## src/rtl/mtf_map.svh

```systemverilog
// register offsets, field positions, reset values and frame timing of the tx flow-control block
// assumes a 12-bit register address and one byte per clock on the phy side
`ifndef MTF_MAP_SVH
`define MTF_MAP_SVH

`define MTF_ADDR_W 12
`define MTF_OFS_MAC_TRANSMIT_CONTROL 12'h108
`define MTF_OFS_FLOW 12'h10c
`define MTF_OFS_SEED 12'h110
`define MTF_OFS_ADDR_HI 12'h118
`define MTF_OFS_ADDR_LO 12'h11c
`define MTF_OFS_WMARK 12'h1c0
`define MTF_OFS_INT_STS 12'h1c4
`define MTF_OFS_INT_CLR 12'h1c8
`define MTF_OFS_INT_EN 12'h1cc

`define MTF_BIT_TX_ON 0
`define MTF_BIT_TX_DIS 1
`define MTF_BIT_BAD_CRC 2
`define MTF_BIT_FWD 28
`define MTF_BIT_HONOR 29
`define MTF_BIT_AUTO 30
`define MTF_BIT_FORCE 31

`define MTF_SEED_RST 16'h9876
`define MTF_PVAL_RST 16'h0000
`define MTF_ADDR_HI_RST 16'hffff
`define MTF_ADDR_LO_RST 32'hffffffff

`define MTF_EV_TX_DIS 0
`define MTF_EV_PAUSE_TX 1
`define MTF_EV_PAUSE_RX 2

`define MTF_FILL_SHIFT 9
`define MTF_SLOT_BYTES 22'h000040
`define MTF_PRE_LAST 16'h0006
`define MTF_MIN_LAST 16'h003b
`define MTF_FCS_LAST 16'h0003
`define MTF_IFG_LAST 16'h000b
`define MTF_PREAMBLE 8'h55
`define MTF_SFD 8'hd5
`define MTF_CRC_POLY 32'hedb88320

`endif

```

## src/rtl/mtf_pkg.sv

```systemverilog
// types of the tx flow-control block: fsm states and the registered state record
// assumes mtf_map.svh for widths
package mtf_pkg;

    typedef enum logic [2:0] {S_IDLE, S_PRE, S_DATA, S_PAD, S_FCS, S_IFG} mtf_fsm_t;

    typedef struct packed {
        mtf_fsm_t fsm;
        logic [15:0] cnt;
        logic [31:0] crc;
        logic src_pause;
        logic fr_force;
        logic [15:0] fr_val;
        logic [7:0] txd;
        logic transmitter_on_bit;
        logic tx_on;
        logic bad_crc;
        logic tx_dis;
        logic dis_pend;
        logic force_send;
        logic auto_en;
        logic honor;
        logic fwd;
        logic [15:0] pval;
        logic [15:0] seed;
        logic [15:0] lfsr;
        logic [15:0] addr_hi;
        logic [31:0] addr_lo;
        logic [7:0] wm_on;
        logic [7:0] wm_off;
        logic xoff;
        logic auto_req;
        logic auto_zero;
        logic [21:0] hold;
        logic [2:0] sts;
        logic [2:0] ien;
        logic [31:0] rdata;
    } mtf_state_t;

endpackage : mtf_pkg

```

## src/rtl/mtf_pause_frame.sv

```systemverilog
// byte lookup of a generated mac control pause frame (60 bytes before fcs)
// assumes the caller walks idx from 0 to 59 and registers the byte
`timescale 1ns/1ps
module mtf_pause_frame (
    input wire logic [5:0] idx,
    input wire logic [47:0] src_addr,
    input wire logic [15:0] pause_value,
    output logic [7:0] byte_out
);
    ////////////////////////////////////////////////////////////////////////
    // reserved multicast da, station sa, control type, pause opcode, value, pad
    always_comb begin
        case (idx)
            6'h00: byte_out = 8'h01;
            6'h01: byte_out = 8'h80;
            6'h02: byte_out = 8'hc2;
            6'h03: byte_out = 8'h00;
            6'h04: byte_out = 8'h00;
            6'h05: byte_out = 8'h01;
            6'h06: byte_out = src_addr[7:0];
            6'h07: byte_out = src_addr[15:8];
            6'h08: byte_out = src_addr[23:16];
            6'h09: byte_out = src_addr[31:24];
            6'h0a: byte_out = src_addr[39:32];
            6'h0b: byte_out = src_addr[47:40];
            6'h0c: byte_out = 8'h88;
            6'h0d: byte_out = 8'h08;
            6'h0e: byte_out = 8'h00;
            6'h0f: byte_out = 8'h01;
            6'h10: byte_out = pause_value[15:8];
            6'h11: byte_out = pause_value[7:0];
            default: byte_out = 8'h00;
        endcase
    end
endmodule : mtf_pause_frame

```

## src/rtl/mtf_tx_flow.sv

```systemverilog
// transmit control of an ethernet mac: enable/disable, bad fcs, pause flow control, seed
// assumes one byte per clock at the phy, a source that streams a frame without gaps,
// and a receive parser that pulses rx_pause_seen on each valid pause frame
// Behaviour
// - bad-crc bit corrupts fcs of every frame
// - transmit only while enable bit set
// - frame in flight completes after enable clears
// - disabled flag set on completion, write clears
// - honored pause holds transmit quanta times slot
// - honoring off: pauses ignored, no decode
// - force bit sends one pause, self-clears
// - auto pause when fill/512 reaches on level
// - zero pause when fill/512 drops to off
// - flow control only in full duplex
// - forward bit keeps or sinks received pauses
// - pause value field fills forced and auto-on frames
// - seed field loads back-off lfsr
// - pause source address is station address
`timescale 1ns/1ps
`include "mtf_map.svh"
module mtf_tx_flow #(
    parameter int FILL_W = 16
) (
    input wire logic clk,
    input wire logic rst_n,
    input wire logic [11:0] reg_addr,
    input wire logic [31:0] reg_wdata,
    input wire logic reg_wr,
    input wire logic reg_rd,
    output logic [31:0] reg_rdata,
    input wire logic [7:0] in_data,
    input wire logic in_valid,
    input wire logic in_last,
    output logic in_ready,
    output logic [7:0] txd,
    output logic tx_en,
    input wire logic full_duplex,
    input wire logic rx_pause_seen,
    input wire logic [15:0] rx_pause_quanta,
    output logic rx_pause_discard,
    input wire logic [FILL_W-1:0] rx_fifo_fill_level,
    output logic [15:0] backoff_random,
    output logic irq
);
    if (FILL_W <= `MTF_FILL_SHIFT || FILL_W > 24) begin : g_bad_fill
        $error("FILL_W must be 10 to 24");
    end

    mtf_pkg::mtf_state_t st;
    mtf_pkg::mtf_state_t next_st;
    logic [7:0] pause_byte;
    logic [FILL_W-1:0] lvl;

    function automatic logic [31:0] crc_upd(input logic [31:0] c, input logic [7:0] d);
        logic [31:0] r;
        r = c ^ {24'h000000, d};
        for (int i = 0; i < 8; i++) begin
            r = r[0] ? ((r >> 1) ^ `MTF_CRC_POLY) : (r >> 1);
        end
        return r;
    endfunction : crc_upd

    mtf_pause_frame u_pause (
        .idx(st.cnt[5:0]),
        .src_addr({st.addr_hi, st.addr_lo}),
        .pause_value(st.fr_val),
        .byte_out(pause_byte)
    );

    assign lvl = rx_fifo_fill_level >> `MTF_FILL_SHIFT;
    assign in_ready = (st.fsm == mtf_pkg::S_DATA) && !st.src_pause;
    // honoring off means no decode, so nothing is sunk
    assign rx_pause_discard = rx_pause_seen && st.honor && full_duplex && !st.fwd;
    assign txd = st.txd;
    assign tx_en = st.transmitter_on_bit;
    assign reg_rdata = st.rdata;
    assign backoff_random = st.lfsr;
    assign irq = |(st.sts & st.ien);

    ////////////////////////////////////////////////////////////////////////
    always_comb begin
        logic [31:0] fcs;
        logic wr_force;
        next_st = st;
        fcs = st.bad_crc ? st.crc : ~st.crc;
        wr_force = reg_wr && reg_addr == `MTF_OFS_FLOW && reg_wdata[`MTF_BIT_FORCE];
        next_st.transmitter_on_bit = 1'b0;
        next_st.txd = 8'h00;
        next_st.rdata = 32'h00000000;
        next_st.lfsr = {st.lfsr[14:0], st.lfsr[15] ^ st.lfsr[13] ^ st.lfsr[12] ^ st.lfsr[10]};
        if (st.hold != 22'h000000) begin
            next_st.hold = st.hold - 22'h000001;
        end
        if (!st.honor) begin
            next_st.hold = 22'h000000;
        end

        // register writes; hardware sets below win over these clears
        if (reg_wr) begin
            case (reg_addr)
                `MTF_OFS_MAC_TRANSMIT_CONTROL: begin
                    next_st.tx_on = reg_wdata[`MTF_BIT_TX_ON];
                    next_st.bad_crc = reg_wdata[`MTF_BIT_BAD_CRC];
                    next_st.dis_pend = !reg_wdata[`MTF_BIT_TX_ON] && (st.tx_on || st.dis_pend);
                    if (reg_wdata[`MTF_BIT_TX_DIS]) begin
                        next_st.tx_dis = 1'b0;
                    end
                end
                `MTF_OFS_FLOW: begin
                    next_st.auto_en = reg_wdata[`MTF_BIT_AUTO];
                    next_st.honor = reg_wdata[`MTF_BIT_HONOR];
                    next_st.fwd = reg_wdata[`MTF_BIT_FWD];
                    next_st.pval = reg_wdata[15:0];
                end
                `MTF_OFS_SEED: begin
                    next_st.seed = reg_wdata[15:0];
                    next_st.lfsr = reg_wdata[15:0];
                end
                `MTF_OFS_ADDR_HI: next_st.addr_hi = reg_wdata[15:0];
                `MTF_OFS_ADDR_LO: next_st.addr_lo = reg_wdata;
                `MTF_OFS_WMARK: begin
                    next_st.wm_on = reg_wdata[7:0];
                    next_st.wm_off = reg_wdata[15:8];
                end
                `MTF_OFS_INT_CLR: next_st.sts = st.sts & ~reg_wdata[2:0];
                `MTF_OFS_INT_EN: next_st.ien = reg_wdata[2:0];
                default: ;
            endcase
        end
        if (reg_rd) begin
            case (reg_addr)
                `MTF_OFS_MAC_TRANSMIT_CONTROL: next_st.rdata = {29'h0, st.bad_crc, st.tx_dis, st.tx_on};
                `MTF_OFS_FLOW: next_st.rdata = {st.force_send, st.auto_en, st.honor, st.fwd,
                                                12'h000, st.pval};
                `MTF_OFS_SEED: next_st.rdata = {16'h0000, st.seed};
                `MTF_OFS_ADDR_HI: next_st.rdata = {16'h0000, st.addr_hi};
                `MTF_OFS_ADDR_LO: next_st.rdata = st.addr_lo;
                `MTF_OFS_WMARK: next_st.rdata = {16'h0000, st.wm_off, st.wm_on};
                `MTF_OFS_INT_STS: next_st.rdata = {29'h0, st.sts};
                `MTF_OFS_INT_EN: next_st.rdata = {29'h0, st.ien};
                default: next_st.rdata = 32'h00000000;
            endcase
        end

        ////////////////////////////////////////////////////////////////////
        case (st.fsm)
            mtf_pkg::S_IDLE: begin
                next_st.cnt = 16'h0000;
                if (!st.tx_on) begin
                    if (st.dis_pend) begin
                        next_st.tx_dis = 1'b1;
                        next_st.dis_pend = 1'b0;
                        next_st.sts[`MTF_EV_TX_DIS] = 1'b1;
                    end
                end else if (full_duplex && (st.force_send || st.auto_req)) begin
                    next_st.src_pause = 1'b1;
                    next_st.fr_force = st.force_send;
                    // an auto release frame carries zero, everything else the field
                    next_st.fr_val = (!st.force_send && st.auto_zero) ? 16'h0000 : st.pval;
                    next_st.fsm = mtf_pkg::S_PRE;
                    next_st.transmitter_on_bit = 1'b1;
                    next_st.txd = `MTF_PREAMBLE;
                end else if (in_valid && (st.hold == 22'h000000 || !full_duplex)) begin
                    next_st.src_pause = 1'b0;
                    next_st.fsm = mtf_pkg::S_PRE;
                    next_st.transmitter_on_bit = 1'b1;
                    next_st.txd = `MTF_PREAMBLE;
                end
            end
            mtf_pkg::S_PRE: begin
                next_st.transmitter_on_bit = 1'b1;
                next_st.cnt = st.cnt + 16'h0001;
                next_st.txd = `MTF_PREAMBLE;
                if (st.cnt == `MTF_PRE_LAST) begin
                    next_st.txd = `MTF_SFD;
                    next_st.fsm = mtf_pkg::S_DATA;
                    next_st.cnt = 16'h0000;
                    next_st.crc = 32'hffffffff;
                end
            end
            mtf_pkg::S_DATA: begin
                // a starving source leaves tx_en low mid-frame: an underrun the link sees
                if (st.src_pause || in_valid) begin
                    next_st.transmitter_on_bit = 1'b1;
                    next_st.txd = st.src_pause ? pause_byte : in_data;
                    next_st.crc = crc_upd(st.crc, next_st.txd);
                    next_st.cnt = st.cnt + 16'h0001;
                    if (st.src_pause ? (st.cnt == `MTF_MIN_LAST) : in_last) begin
                        next_st.fsm = (st.cnt < `MTF_MIN_LAST) ? mtf_pkg::S_PAD : mtf_pkg::S_FCS;
                        if (st.cnt >= `MTF_MIN_LAST) begin
                            next_st.cnt = 16'h0000;
                        end
                    end
                end
            end
            mtf_pkg::S_PAD: begin
                next_st.transmitter_on_bit = 1'b1;
                next_st.crc = crc_upd(st.crc, 8'h00);
                next_st.cnt = st.cnt + 16'h0001;
                if (st.cnt == `MTF_MIN_LAST) begin
                    next_st.fsm = mtf_pkg::S_FCS;
                    next_st.cnt = 16'h0000;
                end
            end
            mtf_pkg::S_FCS: begin
                // the frame ends here even if enable was cleared meanwhile
                next_st.transmitter_on_bit = 1'b1;
                next_st.txd = fcs[8*st.cnt[1:0] +: 8];
                next_st.cnt = st.cnt + 16'h0001;
                if (st.cnt == `MTF_FCS_LAST) begin
                    next_st.fsm = mtf_pkg::S_IFG;
                    next_st.cnt = 16'h0000;
                    if (st.src_pause) begin
                        next_st.sts[`MTF_EV_PAUSE_TX] = 1'b1;
                        if (st.fr_force) begin
                            next_st.force_send = 1'b0;
                        end else begin
                            next_st.auto_req = 1'b0;
                        end
                    end
                end
            end
            mtf_pkg::S_IFG: begin
                next_st.cnt = st.cnt + 16'h0001;
                if (st.cnt == `MTF_IFG_LAST) begin
                    next_st.fsm = mtf_pkg::S_IDLE;
                end
            end
            default: next_st.fsm = mtf_pkg::S_IDLE;
        endcase

        ////////////////////////////////////////////////////////////////////
        if (rx_pause_seen && st.honor && full_duplex) begin
            next_st.hold = rx_pause_quanta * `MTF_SLOT_BYTES;
            next_st.sts[`MTF_EV_PAUSE_RX] = 1'b1;
        end
        if (!st.auto_en) begin
            next_st.xoff = 1'b0;
            next_st.auto_req = 1'b0;
        end else if (full_duplex) begin
            if (!st.xoff && lvl >= FILL_W'(st.wm_on)) begin
                next_st.xoff = 1'b1;
                next_st.auto_req = 1'b1;
                next_st.auto_zero = 1'b0;
            end else if (st.xoff && lvl <= FILL_W'(st.wm_off)) begin
                next_st.xoff = 1'b0;
                next_st.auto_req = 1'b1;
                next_st.auto_zero = 1'b1;
            end
        end
        if (wr_force) begin
            next_st.force_send = 1'b1;
        end
    end

    always_ff @(posedge clk or negedge rst_n) begin
        if (!rst_n) begin
            st <= '0;
            st.fsm <= mtf_pkg::S_IDLE;
            st.pval <= `MTF_PVAL_RST;
            st.seed <= `MTF_SEED_RST;
            st.lfsr <= `MTF_SEED_RST;
            st.addr_hi <= `MTF_ADDR_HI_RST;
            st.addr_lo <= `MTF_ADDR_LO_RST;
        end else begin
            st <= next_st;
        end
    end
endmodule : mtf_tx_flow

```

## config.mk

```make
export PLATFORM = sky130hd
export DESIGN_NAME = mtf_tx_flow
export DESIGN_NICKNAME = d
export VERILOG_FILES = /design/src/rtl/mtf_pkg.sv /design/src/rtl/mtf_pause_frame.sv /design/src/rtl/mtf_tx_flow.sv
export VERILOG_INCLUDE_DIRS = /design/src /design/src/rtl
export SDC_FILE = /design/constraint.sdc
export NUM_CORES = 1
export LEC_CHECK = 0
export BUFFER_PORTS_ARGS = -buffer_cell sky130_fd_sc_hd__buf_2
export CORE_UTILIZATION = 54
export CTS_BUF_LIST = sky130_fd_sc_hd__clkbuf_16
export CTS_CLUSTER_DIAMETER = 150
export DETAILED_ROUTE_END_ITERATION = 10
export PLACE_DENSITY = 0.73
export SLEW_MARGIN = 5
export SYNTH_ARGS = -nofsm -noshare
export SYNTH_HDL_FRONTEND = slang
export SYNTH_SLANG_ARGS = --single-unit
```

## constraint.sdc

```tcl
create_clock -name clk -period 4.2 [get_ports clk]
set_clock_uncertainty 0.15 [all_clocks]
set_input_delay 0.84 -clock clk [delete_from_list [all_inputs] [get_ports clk]]
set_output_delay 0.84 -clock clk [all_outputs]
set_load 0.005 [all_outputs]
```

==> metrics.md, run 1 <==
| Metric | Value |
|---|---|
| Status | complete, no violations |
| Layout Utilization | 0.614 |
| Critical Path RT | 4.52 ns |
| Post-Route WL | 39300 µm |
| Post-synth cell types | 76 |
| Wire length per cell | 20.7 µm |
| H-tree depth | 1 |
| Number of setup buffers added after CTS | 0 |
| Yosys top cell area share | 0.336 |
| TritonCTS clock tree | done |
| Starting Density | 0.548 |
| Synthesized area per cell | 10.2 µm² |
| Dpl hpwl | 28400 µm |
| Mapped Cells | 1440 |
| R2R setup slack | 0.28 ns |
| Main synth FF type | dfrtp_1 |
| Syn-to-layout area delta | 11.9% |
| Count of state elements after synthesis | 261 |
| Crit path to | st[230]$_DFFE_PN0P_ |
| Resized Gates After CTS | 0 |
| Global-route wire length before repair | 62500 µm |
| Crit path max-delay family | compound AO/OA/AOI/OAI gates |
| Max-cap violations | 0 |
| Post-route setup slack | 0.278 ns |
| Post-Layout Cell Count | 1896 |
| Site Rows | 60 |
| Hold Path Class | primary input to asynchronous set/reset pin |
| Crit-path cells | ha_1 > a22o_1 > a221o_1 > o32ai_2 > xnor2_1 > xor3_1 > xnor3_1 > o221a_1 > mux2i_1 > o21a_1 |
| CTS Hold Bufs | 0 |
| Initial antenna violation count | 0 |
| CP bufs+invs | 0 |
| Post-synth ARST share | 1.00 |
| Die ar. | 27900 µm² |
| Reg-to-Reg Start | st[242]$_DFFE_PN0P_ |
| DIE WIDTH | 167 µm |
| Worst path slowest cell | xor3_1 |
| RSZ-0062 raised after global routing | no |
| Fmax | 255 MHz |
| Worst Reg-to-Reg Cells | 10 |
| TNS Setup | 0 ns |
| Layout cells sized above 1 | 0.277 |
| EDFF count, synth | 0 |
| RD Place Congestion | 0.964 |
| Total grt overflow | 0 |
| Pin count of the biggest net entering global routing | 119 |
| P_leak | 7.40 nW |
| First-iteration detailed-routing DRC count | 1193 |
| Vias in the first global route | 11500 |
| Net Count, Synth | 1551 |
| Ports | 152 |
| Layout Nets | 1643 |
| Min Clock Period, post-route | 3.92 ns |
| Yosys Warn Count | 0 |
| Max transition margin | 0.287 |
| Crit share post-route | 0.934 |
| Cell accounting for the most synthesized area | dfrtp_1 |
| Most common cell in the netlist | dfrtp_1 |
| Crit path launch | st[242]$_DFFE_PN0P_ |
| Post-synthesis sequential area ratio | 0.450 |
| CTS buffer count | 28 |
| Synth top area cells | dfrtp_1, dfstp_2, mux2_2 |
| Worst-skew pair later-pin latency | 0.57 ns |
| Top Usage Layer GRT | met2 |
| Clock sinks | 261 |
| Clk slew on worst S/H paths | 0.07 ns |
| Core box area | 26800 µm² |
| Worst path max stage delay | 0.51 ns |
| Via Count | 11600 |
| Critical path depth | 10 |
| Final Hold Vio Count | 0 |
| Hold slack | 0.235 ns |
| Worst setup EP type | flop |
| GRT met2 Usage | 0.458 |
| Met3 GRT Util | 0.0480 |
| Slew Limit Fails | 0 |
| GRT Total Usage | 0.283 |
| # fillers | 2211 |
| Pre-Repair DR Iteration Count | 7 |
| DIE HEIGHT | 167 µm |
| Port bufs | 142 |
| Pwr Density | 336 nW/µm² |
| Cell count after placement | 1843 |
| Slew @ Worst Pin | 1.07 ns |
| Top post-synthesis cells by count | dfrtp_1, nand2_1, nor2_1, mux2_2, xnor2_1 |
| Clock Path Buffers | 3 |
| Worst Setup Path Type | flop to flop |
| Crit path launch type | flop |
| Reg2reg end | st[230]$_DFFE_PN0P_ |
| # DRC | 0 |
| Setup WS pre-CTS | 0.253 ns |
| # setup viols final | 0 |
| Clock Tree Root | clkbuf_16 |
| Synthesized cell area | 14700 µm² |
| Max IR drop VDD | 408 µV |
| Critical path peak fanout | 19 |
| Met1 usage in global routing | 0.377 |
| DR vias/cell | 6.10 |
| CP arrival | 4.24 ns |
| Post-route ant nets | 0 |
==> where the power goes <==
group / switching (W) / internal (W)
clock: 0.00102 / 0.00139
sequential: 0.0000360 / 0.00257
combinational: 0.000290 / 0.000202
total: 0.00135 / 0.00417
==> worst register-to-register path: stages (launching register included) <==
cell	delay, ns
dfrtp_1	0.44
ha_1	0.47
a22o_1	0.36
a221o_1	0.33
o32ai_2	0.36
xnor2_1	0.26
xor3_1	0.51
xnor3_1	0.43
o221a_1	0.28
mux2i_1	0.13
o21a_1	0.13
==> flip-flops by register name, summed over array words and instances, names as in the netlist <==
register        count
st                204
reg_rdata          32
backoff_random     16
txd                 8
tx_en               1
==> placed cells by master (no fill, tap or decap), types with 5 or more instances in the layout <==
cell type,instances
nor4_1,5
a221oi_1,5
xnor2_1,101
a22o_1,12
clkbuf_16,28
buf_2,141
nand4_1,11
nand3_1,32
a21o_1,5
buf_4,55
xor2_1,50
a21oi_1,54
a22oi_1,21
clkinv_2,6
dfstp_2,64
nor3_1,17
mux4_2,8
a222oi_1,15
and2_1,20
inv_1,40
nor2_1,103
a32oi_1,7
a221o_1,5
dfrtp_1,197
mux2_2,101
o21a_1,27
nand2_1,185
o211ai_1,5
ha_1,19
and3_1,10
o21ai_0,49
or3_1,5
a31oi_1,10
nor2b_1,11
nand2b_1,11
o22ai_1,8
o221ai_1,20
mux2i_1,8
==> area by class of cell <==
cell class	instances	area [µm²]	area share
Tap cell	341	427	0.0259
Clock inverter	24	203	0.0123
Sequential cell	261	6610	0.402
Multi-Input combinational cell	1014	7240	0.440
Timing Repair Buffer	198	1150	0.0701
Antenna cell	1	2.50	0.000152
Clock buffer	28	701	0.0426
Inverter	29	109	0.00662
==> worst min path at each step <==
| stage | start | cells past startpoint | slack, ns | endpoint |
|---|---|---|---|---|
| floorplan | backoff_random[11]$_DFF_PN1_ | 2 | 0.28 | backoff_random[12]$_DFF_PN1_ |
| global placement | backoff_random[11]$_DFF_PN1_ | 2 | 0.29 | backoff_random[12]$_DFF_PN1_ |
| detailed placement | backoff_random[4]$_DFF_PN1_ | 2 | 0.30 | backoff_random[5]$_DFF_PN1_ |
| CTS | rst_n | 1 | 0.26 | st[247]$_DFFE_PN0P_ |
| global route | rst_n | 1 | 0.29 | st[247]$_DFFE_PN0P_ |
| finish | rst_n | 1 | 0.23 | st[247]$_DFFE_PN0P_ |
==> cell families (layout without fill, tap and decap cells) <==
kind of cell	Yosys count	after routing	synth area share
muxes	117	117	0.0951
AOI/OAI and AO/OA	282	282	0.139
adders and majority gates	19	19	0.0162
buffers and inverters	165	279	0.0586
other	0	1	0
and+or+nand+nor	436	436	0.139
xor gates and xnor gates	160	160	0.102
DFF	261	261	0.450
==> metal layers <==
layer	vias to the layer above	part of all wire	wire length, µm
met3	101	0.071	2800
met5	-	0	0
met4	0	0.040	1580
met2	503	0.47	18400
met1	5720	0.42	16600
li1	5235	-	-
==> metrics by stage <==
| step | cell area [µm²] | power, W |
|---|---|---|
| final | 16400 | 0.00552 |
| after global routing | 16400 | 0.00570 |
| after CTS | 16400 | 0.00556 |
| after detailed placement | 15500 | 0.00314 |
| after global placement | 15500 | 0.00313 |
| after floorplan | 14700 | 0.00295 |
(Power assumes the default switching activity.)
==> run 2, diff against run 1 <==
- CORE_UTILIZATION: 54 -> 60
- PLACE_DENSITY: 0.73 -> 0.77
- SETUP_SLACK_MARGIN: unset -> 0.05
- clock period: 4.2 -> 4.64 ns (I/O delays scaled with it)
==> run 2 against run 1 <==
  * Final area down 1.4%
  * Count of clock-buffer cells in the layout unchanged
  * Fmax down 8.5%
==> metrics.md, run 2 (synthesis results as in run 1) <==
| Metric | Value |
|---|---|
| Status | complete, no violations |
| Fmax | 233 MHz (-8.5%) |
| GRT Total Usage | 0.324 (+0.0411) |
| Port bufs | 142 (unchanged) |
| Worst-skew pair later-pin latency | 0.57 ns (about the same) |
| TNS Setup | 0 ns (unchanged) |
| TritonCTS clock tree | done |
| Layout cells sized above 1 | 0.267 (-0.0107) |
| DIE HEIGHT | 158 µm (-5.1%) |
| CP bufs+invs | 1 (+1) |
| DP Area | 15300 µm² (-1.2%) |
| # setup viols final | 0 (unchanged) |
| P_leak | 7.28 nW (-1.6%) |
| Layout Nets | 1624 (-1.2%) |
| Crit share post-route | 0.924 (-0.0101) |
| Dpl hpwl | 28100 µm (-0.99%) |
| Pre-Repair DR Iteration Count | 6 (-1) |
| RSZ-0062 raised after global routing | no |
| Post-Route WL | 39300 µm (-0.12%) |
| H-tree depth | 1 (unchanged) |
| DR vias/cell | 6.25 (+2.5%) |
| Post-route ant nets | 0 (unchanged) |
| Slew Limit Fails | 0 (unchanged) |
| Min Clock Period, post-route | 4.29 ns (+0.364 ns) |
| Max IR drop VDD | 300 µV (-27%) |
| Wire length per cell | 21.2 µm (+2.2%) |
| Ant. Diodes | 0 (-1) |
| Syn-to-layout area delta | 10.3% |
| Site Rows | 56 (-6.7%) |
| Max reg flops | 204 (unchanged) |
| Most frequent cells in the layout | dfrtp_1, nand2_1, buf_2 |
| Max-cap violations | 0 (unchanged) |
| Crit path launch type | flop |
| Critical path peak fanout | 20 (+1) |
| RD Place Congestion | 0.993 (+3.0%) |
| CTS buffer count | 28 (unchanged) |
| Worst setup EP type | flop |
| First-iteration detailed-routing DRC count | 1105 (-7.4%) |
| # DRC | 0 (unchanged) |
| Core box area | 23800 µm² (-11%) |
| Starting Density | 0.618 (+0.0703) |
| Biggest register | st |
| R2R setup slack | 0.35 ns (+0.08 ns) |
| Hold Path Class | primary input to asynchronous set/reset pin |
| Worst path max stage delay | 0.55 ns (+0.04 ns) |
| Global-route wire length before repair | 62600 µm (+0.18%) |
| Worst Reg-to-Reg Cells | 11 (+1) |
| Commonest non-fill, non-tap cell in the layout | dfrtp_1 |
| CP arrival | 4.57 ns (+0.33 ns) |
| Ports | 152 (unchanged) |
| Reg2reg end | st[229]$_DFFE_PN0P_ |
| Layout Utilization | 0.682 (+0.0687) |
| Die ar. | 25100 µm² (-9.9%) |
| Post-Layout Cell Count | 1853 (-2.3%) |
| Critical Path RT | 4.92 ns (+0.40 ns) |
| Pwr Density | 302 nW/µm² (-10%) |
| Clock sinks | 261 (unchanged) |
| Slew @ Worst Pin | 1.11 ns (+0.0399 ns) |
| Max transition margin | 0.260 (-0.0269) |
| Pin count of the biggest net entering global routing | 127 (+6.7%) |
| Clock Path Buffers | 3 (unchanged) |
| Resized Gates After CTS | 0 (unchanged) |
| Initial antenna violation count | 0 (unchanged) |
| Clk slew on worst S/H paths | 0.07 ns (about the same) |
| Total grt overflow | 0 (unchanged) |
| Crit path max-delay family | compound AO/OA/AOI/OAI gates |
| Worst Setup Path Type | flop to flop |
| Cell count after placement | 1802 (-2.2%) |
| Vias in the first global route | 11300 (-1.6%) |
| Via Count | 11600 (+0.13%) |
| Number of setup buffers added after CTS | 0 (unchanged) |
| Worst path slowest cell | xnor3_1 |
| Clock Tree Root | clkbuf_16 |
| DIE WIDTH | 158 µm (-5.1%) |
| Crit-path cells | inv_1 > ha_1 > nor2_1 > o221ai_1 > a41oi_1 > a2bb2oi_1 > xnor3_1 > xnor2_1 > xor2_1 > o2111ai_1 > nor3b_2 |
| Reg-to-Reg Start | st[243]$_DFFE_PN0P_ |
| CTS Hold Bufs | 0 (unchanged) |
| Cell area after layout | 16200 µm² (-1.4%) |
| Final Hold Vio Count | 0 (unchanged) |
| Hold slack | 0.288 ns (+0.0529 ns) |
run 2: through the flow:
| stage | total power [W] | setup slack (ns) |
|---|---|---|
| finish | 0.00489 | 0.354 |
| global route | 0.00505 | 0.128 |
| CTS | 0.00492 | 0.479 |
| detailed placement | 0.00283 | 0.537 |
| global placement | 0.00282 | 0.611 |
| floorplan | 0.00267 | 0.710 |
run 2: area by class of cell:
| class | count | area [µm²] |
|---|---|---|
| Clock buffer | 28 | 701 |
| Clock inverter | 23 | 158 |
| Fill cell | 1780 | 7540 |
| Inverter | 29 | 109 |
| Multi-Input combinational cell | 1014 | 7230 |
| Sequential cell | 261 | 6610 |
| Tap cell | 319 | 399 |
| Timing Repair Buffer | 179 | 998 |
run 2: power by group:
part	leakage [nW]	internal [W]	total [W]	switching (W)
logic	3.65	0.000177	0.000440	0.000264
clock network	0.466	0.00115	0.00209	0.000936
registers	3.17	0.00233	0.00236	0.0000320
run 2: worst reg2reg max path: stages, from the launching register on:
cell and delay (ns):
dfrtp_1 0.42, inv_1 0.11, ha_1 0.46, nor2_1 0.21, o221ai_1 0.17, a41oi_1 0.47
a2bb2oi_1 0.52, xnor3_1 0.55, xnor2_1 0.33, xor2_1 0.36, o2111ai_1 0.18, nor3b_2 0.21
run 2: worst max-delay path by stage:
stage	endpoint	cells after the start	startpoint	slack (ns)
detailed placement	st[230]$_DFFE_PN0P_	11	st[242]$_DFFE_PN0P_	0.54
CTS	st[229]$_DFFE_PN0P_	11	st[243]$_DFFE_PN0P_	0.48
global route	st[229]$_DFFE_PN0P_	12	st[243]$_DFFE_PN0P_	0.13
finish	st[229]$_DFFE_PN0P_	11	st[243]$_DFFE_PN0P_	0.35
floorplan	st[230]$_DFFE_PN0P_	15	st[243]$_DFFE_PN0P_	0.71
global placement	st[230]$_DFFE_PN0P_	11	st[242]$_DFFE_PN0P_	0.61
run 2: metal layers:
metal  track usage  vias up  share of wire
met3        0.0463      109          0.070
met1         0.428     5739           0.41
met2         0.540      533           0.48
li1              -     5193              -
met4         0.125        0          0.042
met5             0        -              0
==> run 3, diff against run 2 <==
--- a/config.mk
+++ b/config.mk
@@ -9,2 +9,3 @@
 export BUFFER_PORTS_ARGS = -buffer_cell sky130_fd_sc_hd__buf_2
+export CORE_ASPECT_RATIO = 1.4
 export CORE_UTILIZATION = 60
--- a/constraint.sdc
+++ b/constraint.sdc
@@ -4,2 +4,2 @@
 set_output_delay 0.928 -clock clk [all_outputs]
-set_load 0.005 [all_outputs]
+set_load 0.02 [all_outputs]
==> run 3 against run 2 <==
  * Non-clock buffer count is 4 lower
  * Flip-flop and latch count unchanged
  * Register-to-register slack gained 0.097 ns
  * Critical endpoint is now st[234]$_DFFE_PN0P_
  * Critical path type unchanged
  * Wire length is 2.8% lower
  * Critical path depth down 1
  * Combinational power increased by 3%
  * Final area decreased by 0.76%
  * Fmax is 2.3% higher
==> metrics.md, run 3 (synthesis results as in run 1) <==
| Metric | Value |
|---|---|
| Via Count | 11300 (-2.5%) |
| Critical Path RT | 4.91 ns (about the same) |
| TritonCTS clock tree | done |
| Worst path max stage delay | 0.70 ns (+0.15 ns) |
| TNS Setup | 0 ns (unchanged) |
| Wire length per cell | 20.8 µm (-1.8%) |
| CP arrival | 4.46 ns (-0.11 ns) |
| Critical path depth | 10 (-1) |
| P_leak | 7.22 nW (-0.82%) |
| Hold Path Class | primary input to asynchronous set/reset pin |
| Site Rows | 67 (+20%) |
| Total grt overflow | 0 (unchanged) |
| DIE WIDTH | 134 µm (-15%) |
| Worst path slowest cell | nor4b_4 |
| Number of setup buffers added after CTS | 0 (unchanged) |
| Commonest non-fill, non-tap cell in the layout | dfrtp_1 |
| Pwr Density | 296 nW/µm² (-2.0%) |
| Status | complete, no violations |
| Worst setup EP type | flop |
| Core box area | 24000 µm² (+0.94%) |
| Slew @ Worst Pin | 1.12 ns (+0.0139 ns) |
| Max transition margin | 0.246 (-0.0141) |
| Layout cells sized above 1 | 0.262 (-0.00416) |
| CTS buffer count | 25 (-11%) |
| Ports | 152 (unchanged) |
| Port bufs | 142 (unchanged) |
| Hold slack | 0.260 ns (-0.0277 ns) |
| Fmax | 239 MHz (+2.3%) |
| Clock sinks | 261 (unchanged) |
| Crit path max-delay family | XOR/XNOR gates |
| Initial antenna violation count | 1 (+1) |
| Pin count of the biggest net entering global routing | 103 (-19%) |
| Pre-Repair DR Iteration Count | 9 (+3) |
| Max IR drop VDD | 275 µV (-8.3%) |
| CTS Hold Bufs | 0 (unchanged) |
| Crit share post-route | 0.903 (-0.0209) |
| Global-route wire length before repair | 61600 µm (-1.5%) |
| # fillers | 1868 (+4.9%) |
| Worst Setup Path Type | flop to flop |
| Worst-skew pair later-pin latency | 0.53 ns (-0.04 ns) |
| Starting Density | 0.613 (-0.00575) |
| DIE HEIGHT | 187 µm (+18%) |
| DR vias/cell | 6.15 (-1.5%) |
| Slew Limit Fails | 0 (unchanged) |
| Max reg flops | 204 (unchanged) |
| Dpl hpwl | 27800 µm (-1.2%) |
| Vias in the first global route | 11600 (+3.0%) |
| Syn-to-layout area delta | 9.50% |
| Post-route ant nets | 0 (unchanged) |
| Crit-path cells | nor4b_4 > and2_1 > a221oi_1 > a31oi_1 > xnor2_1 > xnor2_2 > xnor2_1 > xnor2_1 > o221ai_1 > o21a_1 |
| RD Place Congestion | 0.954 (-4.0%) |
| Clock Path Buffers | 3 (unchanged) |
| First-iteration detailed-routing DRC count | 821 (-26%) |
| Clk slew on worst S/H paths | 0.06 ns (about the same) |
| Layout Nets | 1617 (-0.43%) |
| Die ar. | 25100 µm² (about the same) |
| RSZ-0062 raised after global routing | no |
| Resized Gates After CTS | 0 (unchanged) |
| GRT Total Usage | 0.312 (-0.0117) |
| Min Clock Period, post-route | 4.19 ns (-0.0968 ns) |
| Biggest register | st |
| Critical path peak fanout | 18 (-10%) |
| # setup viols final | 0 (unchanged) |
| Max-cap violations | 0 (unchanged) |
| Most frequent CP cell | xnor2_1 |
| Post-Route WL | 38200 µm (-2.8%) |
| # DRC | 0 (unchanged) |
| Final Hold Vio Count | 0 (unchanged) |
| Worst Reg-to-Reg Cells | 10 (-1) |
| Crit path launch type | flop |
| Most frequent cells in the layout | dfrtp_1, nand2_1, buf_2 |
| H-tree depth | 1 (unchanged) |
| Clock Tree Root | clkbuf_16 |
| CP bufs+invs | 0 (-1) |
run 3: cell count changes in the layout (fill, tap and decap cells not counted):
| cell | delta |
|---|---|
| buf_4 | -5 |
| buf_12 | +1 |
| diode_2 | +1 |
| clkinv_1 | -1 |
| clkinv_2 | -2 |
| clkinv_8 | -1 |
| inv_6 | +1 |
| clkinv_16 | -1 |
| clkbuf_16 | -3 |
| bufinv_16 | +1 |
run 3: path summary, 6_finish.rpt:
kind	from	end	slack, ns
worst max-delay path	st[244]$_DFFE_PN0P_	st[234]$_DFFE_PN0P_	0.45
min in group clk	backoff_random[11]$_DFF_PN1_	backoff_random[12]$_DFF_PN1_	0.31
worst min register to register	backoff_random[11]$_DFF_PN1_	backoff_random[12]$_DFF_PN1_	0.31
max in group asynchronous	rst_n	st[103]$_DFFE_PN1P_	3.05
worst min-delay path	rst_n	st[252]$_DFFE_PN0P_	0.26
worst max register to register	st[244]$_DFFE_PN0P_	st[234]$_DFFE_PN0P_	0.45
run 3: cell type report:
type	count	area (µm²)	area share
Multi-Input combinational cell	1014	7230	0.450
Sequential cell	261	6610	0.411
Timing Repair Buffer	175	981	0.0610
Clock buffer	25	626	0.0389
Tap cell	310	388	0.0241
Clock inverter	20	136	0.00848
Inverter	29	109	0.00677
Antenna cell	1	2.50	0.000156
run 3: report_power, final:
group          switching, W  internal (W)
Combinational      0.000283      0.000172
Clock              0.000858       0.00108
Sequential        0.0000312       0.00233
Total               0.00117       0.00358
run 3: metal layers:
metal | GRT usage | part of all wire | vias up
li1 | - | - | 5161
met5 | 0 | 0 | -
met3 | 0.0379 | 0.052 | 115
met2 | 0.544 | 0.51 | 403
met4 | 0.164 | 0.052 | 0
met1 | 0.376 | 0.39 | 5610
run 3: stage by stage:
stage	total power [W]	instance area (µm²)	util	instances	worst slack (ns)
global route	0.00492	16100	0.671	1835	0.138
finish	0.00476	16100	0.671	1835	0.451
global placement	0.00284	15300	0.639	1789	0.583
detailed placement	0.00285	15300	0.639	1789	0.530
floorplan	0.00270	14700	-	1440	0.710
CTS	0.00479	16100	0.671	1834	0.526
